$ cat src/design/rars_pkg.sv
// ============================================================
// Shared constants and types for the ramp range sequencer
package rars_pkg;

  // ============================================================
  // Register map (APB byte offsets)
  localparam logic [7:0] RARS_CTRL_OFS   = 8'h00;  // Control: start, mode, auto-range
  localparam logic [7:0] RARS_RANGE_OFS  = 8'h04;  // Range counter
  localparam logic [7:0] RARS_PRESET_OFS = 8'h08;  // Log preset value and sign
  localparam logic [7:0] RARS_STATUS_OFS = 8'h0c;  // Sequencer and decoder status
  localparam logic [7:0] RARS_DISP_OFS   = 8'h10;  // Display registers and sign

  // Control register bit positions
  localparam int RARS_CTRL_START_BIT = 0;  // Write 1 starts a conversion (self-clearing)
  localparam int RARS_CTRL_LOG_BIT   = 1;  // Log-mode select
  localparam int RARS_CTRL_AUTO_BIT  = 2;  // Auto-range enable

  // ============================================================
  // Count thresholds, as four BCD digits
  localparam logic [15:0] RARS_LIN_UNDER_CNT = 16'h0100;  // Linear under-range limit
  localparam logic [15:0] RARS_LIN_OVER_CNT  = 16'h1200;  // Linear over-range limit
  localparam logic [15:0] RARS_LOG_OVER_CNT  = 16'h1100;  // Log over-range limit
  localparam logic [15:0] RARS_ZERO_CNT      = 16'h0000;  // Cleared counter value

  // Range limits and reset values
  localparam logic [2:0]  RARS_RANGE_MIN   = 3'h1;   // Lowest range
  localparam logic [2:0]  RARS_RANGE_MAX   = 3'h5;   // Highest range
  localparam logic [2:0]  RARS_RANGE_RST   = 3'h5;   // Range after reset
  localparam logic [16:0] RARS_PRESET_RST  = 17'h00000; // Preset after reset

  // Phase-one divider: pclk cycles per phase-one pulse
  localparam int RARS_PH1_DIV = 4;

  // ============================================================
  // Sequencer states
  typedef enum logic [3:0] {
    RARS_IDLE,      // Waiting for a start
    RARS_CLEAR,     // Counter clear before every conversion
    RARS_PRESET,    // Preset from true-range value
    RARS_SAMPLE,    // Log comparator pre-check
    RARS_RAMP,      // Ramp-down counting
    RARS_FREEZE,    // Ramp drive held until phase two, counter frozen
    RARS_CLR_RANGE, // Decoder cleared
    RARS_SET_UNDER, // Set-under-range issued
    RARS_SET_OVER,  // Set-over-range issued
    RARS_XFER       // Transfer to display and remote
  } rars_state_type;

  // Result classes
  typedef enum logic [1:0] {
    RARS_RES_IN,
    RARS_RES_UNDER,
    RARS_RES_OVER
  } rars_result_type;

  // Decoder outputs, carried together
  typedef struct packed {
    logic display_blank;        // Active-high blank request
    logic remote_over_status;   // Remote over-range line
    logic remote_under_status;  // Remote under-range line
    logic over_indicator;       // Over-range lamp
    logic under_indicator;      // Under-range lamp
  } rars_decoder_type;

  // Ramp drives, carried together
  typedef struct packed {
    logic ramp_pos_drive;       // Positive ramp
    logic ramp_neg_drive;       // Negative ramp
    logic log_ramp_drive;       // Log slope ramp
    logic log_threshold_select; // Log threshold chosen
  } rars_drive_type;

endpackage

$ cat src/design/rars_sequencer.sv
`timescale 1ns/1ps
`default_nettype none
module rars_sequencer
  import rars_pkg::*;
#(
  parameter int PH1_DIV = RARS_PH1_DIV  // pclk cycles per phase-one pulse
) (
  input  wire logic        pclk,
  input  wire logic        presetn,
  input  wire logic        psel,
  input  wire logic        penable,
  input  wire logic        pwrite,
  input  wire logic [7:0]  paddr,
  input  wire logic [31:0] pwdata,
  output logic      [31:0] prdata,
  output logic             pready,
  output logic             pslverr,
  input  wire logic        comparator_in,
  input  wire logic        auto_zero_active,
  output rars_drive_type   drive,
  output rars_decoder_type decoder,
  output logic      [15:0] display_value,
  output logic             display_sign_neg,
  output logic      [1:0]  remote_status_code,
  output logic             measure_done,
  output logic      [2:0]  range
);

  // ============================================================
  // Declarations
  rars_state_type   state_r;             // Sequencer state
  rars_result_type  result_r;            // Classified result
  rars_decoder_type dec_r;               // Over/under decoder outputs
  logic [15:0]      count_r;             // Main counter, BCD
  logic [15:0]      elapsed_r;           // Counts since ramp start, BCD
  logic             sign_neg_r;          // Sign latch, 1 = negative
  logic [2:0]       range_r;             // Range counter
  logic             log_mode_select_r;   // Log-mode select
  logic             auto_range_r;        // Auto-range enable
  logic             start_r;             // Pending start request
  logic [16:0]      preset_r;            // {sign, BCD} preset value
  logic             ramp_enable_instr;   // Issued ramp enable
  logic             ramp_held_r;         // Phase-two held ramp enable
  logic             count_instr;         // Issued count
  logic             count_half_r;        // Every-other phase-one toggle
  logic [7:0]       div_r;               // Phase-one divider
  logic             ph1_tick;            // Phase-one falling half
  logic             ph2_tick;            // Phase-two pulse
  logic             cmp_s1_r;            // Comparator sync stage 1
  logic             cmp_r;               // Comparator synchronised
  logic [15:0]      disp_r;              // Display registers
  logic             disp_sign_r;         // Display sign latch
  logic [1:0]       rem_code_r;          // Remote status code
  logic             done_r;              // Completion pulse
  logic             apb_wr;              // APB write strobe
  logic             at_zero;             // Counter reads 0000
  logic             count_down;          // Counting towards zero

  // ============================================================
  // BCD step of one four-digit value, up or down
  function automatic logic [15:0] bcd_step(input logic [15:0] v, input logic dn);
    logic [15:0] r;
    logic        carry;
    r     = v;
    carry = 1'b1;
    for (int i = 0; i < 4; i++) begin
      if (carry) begin
        if (dn) begin
          carry       = (v[i*4 +: 4] == 4'h0);
          r[i*4 +: 4] = carry ? 4'h9 : v[i*4 +: 4] - 4'h1;
        end else begin
          carry       = (v[i*4 +: 4] == 4'h9);
          r[i*4 +: 4] = carry ? 4'h0 : v[i*4 +: 4] + 4'h1;
        end
      end
    end
    return r;
  endfunction

  // ============================================================
  // Clock phases
  // Phase-one divider; phase-two follows one pclk later
  always_ff @(posedge pclk or negedge presetn) begin
    if (!presetn) begin
      div_r <= 8'h00;
    end else if (div_r == 8'(PH1_DIV - 1)) begin
      div_r <= 8'h00;
    end else begin
      div_r <= div_r + 8'h01;
    end
  end

  assign ph1_tick = (div_r == 8'h00);
  assign ph2_tick = (div_r == 8'h01);

  // Comparator synchroniser
  always_ff @(posedge pclk or negedge presetn) begin
    if (!presetn) begin
      cmp_s1_r <= 1'b0;
      cmp_r    <= 1'b0;
    end else begin
      cmp_s1_r <= comparator_in;
      cmp_r    <= cmp_s1_r;
    end
  end

  // ============================================================
  // Instructions during ramp-down
  // Ramp enable every phase-one; stopped once a result registers
  assign ramp_enable_instr = (state_r == RARS_RAMP) && ph1_tick;
  // Count only on every second phase-one pulse
  assign count_instr = ramp_enable_instr && count_half_r;

  // Every-other toggle
  always_ff @(posedge pclk or negedge presetn) begin
    if (!presetn) begin
      count_half_r <= 1'b0;
    end else if (state_r != RARS_RAMP) begin
      count_half_r <= 1'b0;
    end else if (ph1_tick) begin
      count_half_r <= ~count_half_r;
    end
  end

  // Held ramp enable, taken on phase two
  always_ff @(posedge pclk or negedge presetn) begin
    if (!presetn) begin
      ramp_held_r <= 1'b0;
    end else if (ph2_tick) begin
      ramp_held_r <= (state_r == RARS_RAMP);
    end
  end

  // Drive gating by sign and log select
  always_comb begin
    drive.ramp_pos_drive = ramp_held_r && !log_mode_select_r && !sign_neg_r;
    drive.ramp_neg_drive = ramp_held_r && !log_mode_select_r && sign_neg_r;
    drive.log_ramp_drive = ramp_held_r && log_mode_select_r;
    drive.log_threshold_select = log_mode_select_r && !auto_zero_active;
  end

  // ============================================================
  // Main counter and sign latch
  assign at_zero    = (count_r == RARS_ZERO_CNT);
  assign count_down = log_mode_select_r && sign_neg_r;

  always_ff @(posedge pclk or negedge presetn) begin
    if (!presetn) begin
      count_r    <= RARS_ZERO_CNT;
      sign_neg_r <= 1'b0;
      elapsed_r  <= RARS_ZERO_CNT;
    end else if (state_r == RARS_CLEAR) begin
      count_r    <= RARS_ZERO_CNT;
      sign_neg_r <= 1'b0;
      elapsed_r  <= RARS_ZERO_CNT;
    end else if (state_r == RARS_PRESET) begin
      count_r    <= preset_r[15:0];
      sign_neg_r <= preset_r[16];
    end else if (count_instr) begin
      elapsed_r <= bcd_step(elapsed_r, 1'b0);
      if (count_down && at_zero) begin
        // Borrow through zero flips sign and direction
        count_r    <= 16'h0001;
        sign_neg_r <= 1'b0;
      end else begin
        count_r <= bcd_step(count_r, count_down);
      end
    end
  end

  // ============================================================
  // Sequencer
  always_ff @(posedge pclk or negedge presetn) begin
    if (!presetn) begin
      state_r  <= RARS_IDLE;
      result_r <= RARS_RES_IN;
      range_r  <= RARS_RANGE_RST;
    end else begin
      case (state_r)
        RARS_IDLE: begin
          if (start_r) begin
            state_r <= RARS_CLEAR;
          end
        end
        RARS_CLEAR: begin
          state_r <= log_mode_select_r ? RARS_PRESET : RARS_RAMP;
        end
        RARS_PRESET: begin
          state_r <= RARS_SAMPLE;
        end
        RARS_SAMPLE: begin
          // Low comparator is log under-range
          if (!cmp_r) begin
            result_r <= RARS_RES_UNDER;
            state_r  <= RARS_CLR_RANGE;
          end else begin
            state_r <= RARS_RAMP;
          end
        end
        RARS_RAMP: begin
          // Classify on crossing or limit; log limit counts from ramp start
          if (ph1_tick) begin
            if (log_mode_select_r) begin
              if (!cmp_r) begin
                result_r <= RARS_RES_IN;
                state_r  <= RARS_FREEZE;
              end else if (elapsed_r == RARS_LOG_OVER_CNT) begin
                result_r <= RARS_RES_OVER;
                state_r  <= RARS_FREEZE;
              end
            end else if (!cmp_r) begin
              result_r <= (count_r < RARS_LIN_UNDER_CNT) ? RARS_RES_UNDER
                                                         : RARS_RES_IN;
              state_r  <= RARS_FREEZE;
            end else if (count_r == RARS_LIN_OVER_CNT) begin
              result_r <= RARS_RES_OVER;
              state_r  <= RARS_FREEZE;
            end
          end
        end
        RARS_FREEZE: begin
          // Wait for phase two to drop the drive
          if (ph2_tick) begin
            state_r <= RARS_CLR_RANGE;
          end
        end
        RARS_CLR_RANGE: begin
          if (log_mode_select_r) begin
            case (result_r)
              RARS_RES_UNDER: state_r <= RARS_SET_UNDER;
              RARS_RES_OVER: begin
                if (auto_range_r && range_r < RARS_RANGE_MAX) begin
                  range_r <= range_r + 3'h1;
                  state_r <= RARS_IDLE;
                end else begin
                  state_r <= RARS_SET_OVER;
                end
              end
              default: state_r <= RARS_XFER;
            endcase
          end else begin
            case (result_r)
              RARS_RES_UNDER: begin
                if (range_r == RARS_RANGE_MIN) begin
                  state_r <= RARS_XFER;
                end else if (auto_range_r) begin
                  state_r <= RARS_SET_OVER;
                end else begin
                  state_r <= RARS_SET_UNDER;
                end
              end
              RARS_RES_OVER: state_r <= RARS_SET_OVER;
              default:       state_r <= RARS_XFER;
            endcase
          end
        end
        RARS_SET_UNDER: begin
          state_r <= log_mode_select_r ? RARS_SET_OVER : RARS_XFER;
        end
        RARS_SET_OVER: begin
          if (!log_mode_select_r && auto_range_r && result_r == RARS_RES_UNDER) begin
            range_r <= range_r - 3'h1;
            state_r <= RARS_IDLE;
          end else if (!log_mode_select_r && auto_range_r &&
                       result_r == RARS_RES_OVER && range_r < RARS_RANGE_MAX) begin
            range_r <= range_r + 3'h1;
            state_r <= RARS_IDLE;
          end else begin
            state_r <= RARS_XFER;
          end
        end
        RARS_XFER: state_r <= RARS_IDLE;
        default:   state_r <= RARS_IDLE;
      endcase
      // Software range write while idle
      if (apb_wr && paddr == RARS_RANGE_OFS && state_r == RARS_IDLE) begin
        range_r <= pwdata[2:0];
      end
    end
  end

  // ============================================================
  // Over/under range decoder
  always_ff @(posedge pclk or negedge presetn) begin
    if (!presetn) begin
      dec_r <= '0;
    end else begin
      case (state_r)
        RARS_CLR_RANGE: dec_r <= '0;
        RARS_SET_OVER: begin
          dec_r.display_blank      <= 1'b1;
          dec_r.remote_over_status <= 1'b1;
          dec_r.over_indicator     <= 1'b1;
        end
        RARS_SET_UNDER: begin
          dec_r.remote_under_status <= 1'b1;
          dec_r.under_indicator     <= 1'b1;
          dec_r.over_indicator      <= 1'b0;
        end
        default: dec_r <= dec_r;
      endcase
    end
  end

  assign decoder = dec_r;

  // ============================================================
  // Transfer to display and remote
  always_ff @(posedge pclk or negedge presetn) begin
    if (!presetn) begin
      disp_r      <= RARS_ZERO_CNT;
      disp_sign_r <= 1'b0;
      rem_code_r  <= 2'h0;
      done_r      <= 1'b0;
    end else begin
      done_r <= 1'b0;
      if (state_r == RARS_XFER) begin
        disp_r      <= count_r;
        disp_sign_r <= sign_neg_r;
        done_r      <= 1'b1;
        // Status taken up only here
        rem_code_r  <= {dec_r.remote_over_status,
                        dec_r.remote_under_status};
      end
    end
  end

  // Blanked display keeps only the top digit
  assign display_value      = dec_r.display_blank ? {disp_r[15:12], 12'h000} : disp_r;
  assign display_sign_neg   = disp_sign_r;
  assign remote_status_code = rem_code_r;
  assign measure_done       = done_r;
  assign range              = range_r;

  // ============================================================
  // APB slave, zero wait states
  assign apb_wr  = psel && penable && pwrite;
  assign pready  = 1'b1;
  assign pslverr = 1'b0;

  // Control and preset registers
  always_ff @(posedge pclk or negedge presetn) begin
    if (!presetn) begin
      log_mode_select_r <= 1'b0;
      auto_range_r      <= 1'b0;
      start_r           <= 1'b0;
      preset_r          <= RARS_PRESET_RST;
    end else begin
      if (state_r == RARS_IDLE && start_r) begin
        start_r <= 1'b0;
      end
      if (apb_wr && paddr == RARS_CTRL_OFS) begin
        start_r           <= pwdata[RARS_CTRL_START_BIT] | (start_r && state_r != RARS_IDLE);
        log_mode_select_r <= pwdata[RARS_CTRL_LOG_BIT];
        auto_range_r      <= pwdata[RARS_CTRL_AUTO_BIT];
      end
      if (apb_wr && paddr == RARS_PRESET_OFS) begin
        preset_r <= pwdata[16:0];
      end
    end
  end

  // Read mux
  always_comb begin
    case (paddr)
      RARS_CTRL_OFS:   prdata = {29'h0, auto_range_r, log_mode_select_r, start_r};
      RARS_RANGE_OFS:  prdata = {29'h0, range_r};
      RARS_PRESET_OFS: prdata = {15'h0, preset_r};
      RARS_STATUS_OFS: prdata = {19'h0, state_r, result_r, rem_code_r, dec_r};
      RARS_DISP_OFS:   prdata = {15'h0, disp_sign_r, disp_r};
      default:         prdata = 32'h0;
    endcase
  end

endmodule // rars_sequencer
`default_nettype wire

$ cat config.mk
export PLATFORM = sky130hd
export DESIGN_NAME = rars_sequencer
export DESIGN_NICKNAME = d
export VERILOG_FILES = /design/src/design/rars_pkg.sv /design/src/design/rars_sequencer.sv
export SDC_FILE = /design/constraint.sdc
export NUM_CORES = 1
export LEC_CHECK = 0
export BUFFER_PORTS_ARGS = -buffer_cell sky130_fd_sc_hd__buf_2
export CORE_ASPECT_RATIO = 1.5
export CORE_MARGIN = 4
export CORE_UTILIZATION = 58
export CTS_BUF_LIST = sky130_fd_sc_hd__clkbuf_4
export CTS_CLUSTER_SIZE = 25
export DETAILED_ROUTE_END_ITERATION = 8
export GPL_TIMING_DRIVEN = 0
export PLACE_DENSITY_LB_ADDON = 0.2
export SKIP_LAST_GASP = 1
export SYNTH_ARGS = -nofsm -noshare
export SYNTH_HDL_FRONTEND = slang
export SYNTH_SLANG_ARGS = --single-unit
$ cat constraint.sdc
create_clock -name pclk -period 2.8 [get_ports pclk]
set_clock_uncertainty 0.15 [all_clocks]
set_input_delay 0 -clock pclk [delete_from_list [all_inputs] [get_ports pclk]]
set_output_delay 0 -clock pclk [all_outputs]
set_load 0.005 [all_outputs]
==> run metrics, run 1 <==
DIE AREA 12430 um2; Critical Path Source Type flop; Initial DRT Pass Iterations 5; DR vias 5668; area post-placement 6860 um2; Routed WL per cell 18.74 um; status complete, no violations; Cell Area, Synth 6193 um2; HPWL after detailed placement 12840 um; Detail Route Antenna Nets 0; drt initial violations 530; LEAKAGE 3.509 nW; layout cells sized above 1 24.12%; Final Cycle Share 95.65%; power density cells 722.3 nW/um2; number of synthesized flops with an enable pin 0; Power Total 0.005301 W; Cells after DPL 896; clk sinks 97; Achievable Freq 373.4 MHz; CTS tree done; Async SR Flop Fraction 100.0%; Port Buffers 80; final-report hold violation count 0; worst-path fanout max 8; sequential area share after synthesis 39.23%; Final setup viols 0; Total GRT Usage 28.67%; GPL Wtd Cong 1.052; Core Region 10530 um2; Mapped Cells 656; routed wl met2 9435 um; CP max stage delay 510 ps; number of global-route vias before repair 5717; crit end category flop; Distinct cells, synth 80; CTS HTree Levels 3; Die Height 134.6 um; Primary FF master, synth dfrtp_1; Die Wd 92.38 um; FF+latch count, synth 97; CP arrival 2900 ps; Yosys warning total 0; Crit path max-delay family compound AO/OA/AOI/OAI gates; IO Count 113; Vias/cell 6.030; Clock Tree Buf Depth 2; Ant. Diodes 0; most common cell after layout, fill and taps aside dfrtp_1; Initial Util 58.80%; Site Rows 46; Num CTS Buffers 9; initial antenna violation count 0; Crit path depth 7; Slowest-stage cell, CP dfrtp_1; worst path bufs/invs 1; gr ovfl total 0; crit path kind flop to flop; Clock Latency Late Sink 470 ps; reg2reg path depth 7; Final Max Tran Viols 0; worst min path class primary input to output port; TNS Setup 0 ps; Clock transition at path regs 150 ps; CP cell instances inv_1 > ha_1 > nor4b_4 > nand4_1 > o21a_1 > a21oi_4 > mux2_2; first-pass GRT wire length 28300 um; relative slew slack 47.54%; Min Clock Period, post-route 2678 ps; most frequent cells in the layout dfrtp_1 (95), buf_2 (85), nand2_1 (56), nor2_1 (39), mux2_2 (39); syn_area_per_cell 9.441 um2; DR top layer met4; peak supply drop 0.0004751 V; Metal-1 WL 6456 um; Worst Path Required 3020 ps; Layout area overhead 18.51%; final wirelength 17620 um; MaxCap Viol Count 0; fill count 818; worst hold path depth 3; DRC violations left 0; met3 routed WL 1049 um; root buffer cell clkbuf_4; largest net degree at the start of global routing 70; Final Instance Area 7340 um2; Final nets 857; worst-margin pin slew 782.6 ps; Layout Cells excl Fill 940
-- sequential cells by signal (all words and copies together), names as in the netlist, 3 cells and up --
register / cells
range: 3
count_r: 16
disp_r: 16
elapsed_r: 16
div_r: 8
state_r: 4
preset_r: 17
decoder: 3
-- what timing repair did --
item / CTS / global route
hold endpoints to repair: 121 / 0
pin swaps: 0 / 0
setup endpoints to repair: 9 / 13
gates resized for setup: 3 / 4
hold buffers: 28 / 0
buffers inserted: 0 / 0
-- cell families after synthesis --
kind of cell | after synthesis | share of synthesized area, %
buffers and inverters | 95 | 7.697
other | 2 | 0.1213
XOR/XNOR | 14 | 1.980
flip-flops | 97 | 39.23
AND/OR/NAND/NOR | 224 | 20.02
multiplexers | 59 | 10.53
adder cells (fa/ha/maj) | 19 | 3.838
AO/OA/AOI/OAI | 146 | 16.59
-- power by group --
part	leakage [nW]	internal (W)	switching, W
Clock	0.0878	0.000368	0.000480
Combinational	2.13	0.00102	0.00144
Sequential	1.29	0.00168	0.000312
-- layer usage --
layer / vias up / track usage, %
met2: 244 / 51.84
met3: 61 / 4.738
met4: 0 / 13.39
li1: 2590 / -
met5: - / 0
met1: 2773 / 32.65
-- tightest hold or removal path, delay by kind of cell --
kind                   cells  cell delay, ps
buffers and inverters      2             190
and+or+nand+nor            1              30
-- cell usage after synthesis (12+ instances only) --
master     n  area, um2
a21oi_1   26      130.1
a222oi_1  14      140.1
buf_4     25      187.7
clkbuf_1  26      97.59
dfrtp_1   95       2377
ha_1      19      237.7
inv_1     34      127.6
mux2_2    39      439.2
nand2_1   56      210.2
nand2b_1  12      75.07
nand3_1   23      115.1
nor2_1    39      146.4
nor2b_1   21      131.4
nor3_1    14      70.07
o21ai_0   37      185.2
-- through the flow --
| stage | utilization [%] | hold slack, ps | setup WS (ps) |
|---|---|---|---|
| after floorplan | - | -445.6 | 502.0 |
| after global placement | 64.85 | -42.67 | -211.1 |
| after detailed placement | 65.13 | -194.9 | -267.4 |
| after CTS | 69.48 | 37.26 | 45.74 |
| after global routing | 69.68 | 75.39 | -13.61 |
| final | 69.68 | 64.67 | 121.9 |
-- layout make-up --
cell class | count | area, um2 | share of cell area (%)
Multi-Input combinational cell | 479 | 3374 | 45.98
Sequential cell | 97 | 2430 | 33.11
Timing Repair Buffer | 109 | 720.7 | 9.819
Buffer | 61 | 349.1 | 4.756
Tap cell | 144 | 180.2 | 2.455
Inverter | 34 | 127.6 | 1.739
Clock inverter | 6 | 82.58 | 1.125
Clock buffer | 10 | 75.07 | 1.023
-- path summary, 6_finish.rpt --
check                                 start           to  slack, ps
min in group asynchronous           presetn  count_r[12]        420
hold / removal             auto_zero_active     drive[0]         60
setup reg to reg                count_r[12]  count_r[10]        120
setup / recovery                count_r[12]  count_r[10]        120
max in group asynchronous           presetn     range[0]       1660
hold reg to reg                    cmp_s1_r        cmp_r        220
Note: power is estimated with default switching activity, not from simulation.
==> run 2: changes to the inputs <==
Settings changed: CORE_ASPECT_RATIO 1.5 to 0.9.
==> run metrics, run 2 (synthesized netlist as in run 1, its figures left out) <==
status complete, no violations; Final Util 70.24% (+0.56 points); crit end category flop; Vias/cell 6.065 (+0.58%); worst hold path depth 2 (-1); Layout Cells excl Fill 923 (-1.8%); Hold WS 18.51 ps (-46.17 ps); GPL Wtd Cong 0.9105 (-13%); Core Region 10330 um2 (-1.9%); Clock Tree Buf Depth 2 (unchanged); Num CTS Buffers 9 (unchanged); Clock transition at path regs 150 ps (about the same); power share of the clock group 14.8% (-1.2 points); RSZ-0062 raised after global routing false; Final nets 855 (-0.23%); Routed WL per cell 18.42 um (-1.7%); RR Endpoint count_r[8]; CP arrival 2870 ps (-30 ps); NetSw 0.002217 W (-0.67%); IO Count 113 (unchanged); reg2reg path depth 5 (-2); worst min path class primary input to flop; initial antenna violation count 0 (unchanged); Total GRT Usage 28.14% (-0.53 points); Worst Path Required 3020 ps (about the same); power density cells 712.0 nW/um2 (-1.4%); Critical Path Source Type flop; Most flops, register preset_r; DRC violations left 0 (unchanged); largest net degree at the start of global routing 70 (unchanged); number of global-route vias before repair 5390 (-5.7%); Seq pwr share 38.6% (+0.9 points); R2R Path Start state_r[3]; Worst Hold Launch comparator_in; clk sinks 97 (unchanged); peak supply drop 0.0005156 V (+8.5%); Largest register FFs 17 (unchanged); CTS tree done; Initial Util 59.93% (+1.1 points); Initial DRT Pass Iterations 5 (unchanged); Cells after DPL 881 (-1.7%); Sw Share 42.90% (+0.79 points); WHS Endpoint cmp_s1_r; Gate power share 46.6% (+0.3 points); # Post-CTS Setup Buffers 0 (unchanged); Slowest-stage cell, CP a21boi_0; DR vias 5598 (-1.2%); root buffer cell clkbuf_4; Clock Latency Late Sink 470 ps (about the same); relative slew slack 21.94% (-26 points); Final Cycle Share 94.71% (-0.94 points); CTS HTree Levels 3 (unchanged); Die Height 106.0 um (-21%); Final setup viols 0 (unchanged); Die Wd 116.9 um (+27%); Power Total 0.005169 W (-2.5%); Layout area overhead 17.21%; gr ovfl total 0 (unchanged); Site Rows 35 (-24%); Reg2Reg Setup Slack 150 ps (+30 ps); worst-path fanout max 9 (+1); MaxCap Viol Count 0 (unchanged); Port Buffers 80 (unchanged); total internal power 0.002951 W (-3.8%); Min Clock Period, post-route 2652 ps (-26.35 ps); drt initial violations 617 (+16%); most used cell, CP nor2_1; Final Max Tran Viols 0 (unchanged); CP cell instances nor2_1 > a21boi_0 > nor2_1 > a21oi_4 > mux2_2; Achievable Freq 377.1 MHz (+0.99%); most common cell after layout, fill and taps aside dfrtp_1; LEAKAGE 3.482 nW (-0.79%); HPWL after detailed placement 12200 um (-4.9%); Detail Route Antenna Nets 0 (unchanged); worst-margin pin slew 1162 ps (+379.4 ps); final wirelength 17010 um (-3.5%); layout cells sized above 1 24.06% (-0.065 points); final-report hold violation count 0 (unchanged); Ant. Diodes 0 (unchanged); fill count 829 (+1.3%); TNS Setup 0 ps (unchanged); most frequent cells in the layout dfrtp_1 (95), buf_2 (85), nand2_1 (56), nor2_1 (39), mux2_2 (39); DIE AREA 12400 um2 (-0.26%); crit path kind flop to flop; first-pass GRT wire length 27420 um (-3.1%); CP max stage delay 560 ps (+50 ps)
-- run 2: changes by cell type in the layout (fill, tap and decap cells not counted), sizes merged --
cell,before,now
bufinv,2,1
clkbuf,36,35
clkinv,4,6
dlygate4sd3,27,25
-- run 2: final cells by class --
class	instances	area [um2]	share of cell area, %
plain buffers	61	349.1	4.809
clock buffers	9	67.56	0.9307
clock inverters	7	61.31	0.8445
inverters	34	127.6	1.758
multi-input cells	479	3362	46.31
flip-flops and latches	97	2430	33.47
well taps	129	161.4	2.223
repair buffers	107	700.7	9.652
-- run 2: worst max-delay path by stage --
stage | startpoint | to | slack [ps] | cells after the start
floorplan | count_r[12] | count_r[8] | 500 | 8
global placement | count_r[12] | count_r[8] | -260 | 8
detailed placement | count_r[12] | count_r[8] | -240 | 8
CTS | count_r[12] | count_r[8] | 130 | 7
global route | paddr[4] | prdata[11] | 30 | 8
finish | state_r[3] | count_r[8] | 150 | 5
-- run 2: repair_timing --
action / in CTS / in global routing
pin swaps: 0 / 0
hold buffers: 26 / 0
hold endpoints to repair: 121 / 0
setup endpoints to repair: 5 / 8
gates resized for setup: 3 / 3
-- run 2: critical path, delay by kind of cell, from the launching register on --
| family | cells | cell delay, ps |
|---|---|---|
| AOI/OAI and AO/OA | 2 | 820 |
| DFF | 1 | 470 |
| muxes | 1 | 360 |
| and+or+nand+nor | 2 | 740 |
-- run 2: power groups by stage --
| stage | Combinational, W | Sequential (W) | Clock [W] |
|---|---|---|---|
| after floorplan | 0.00171 | 0.00192 | 0 |
| after global placement | 0.00224 | 0.00199 | 0 |
| after detailed placement | 0.00231 | 0.00201 | 0 |
| after CTS | 0.00236 | 0.00199 | 0.000773 |
| after global routing | 0.00267 | 0.00203 | 0.000822 |
| final | 0.00241 | 0.00200 | 0.000763 |
-- run 2: through the flow --
step	instance area [um2]	setup slack [ps]
6_report	7259	148.2
5_1_grt	7259	31.10
4_1_cts	7251	129.1
3_5_place_dp	6842	-241.6
3_3_place_gp	6812	-258.6
2_1_floorplan	6250	502.0
-- run 2: metal layers --
layer	wire length [um]	up-vias	GRT usage, %
met5	0	-	0
met4	316	0	7.862
met3	1490	29	5.293
met2	7893	274	43.83
met1	7305	2702	40.11
li1	-	2593	-
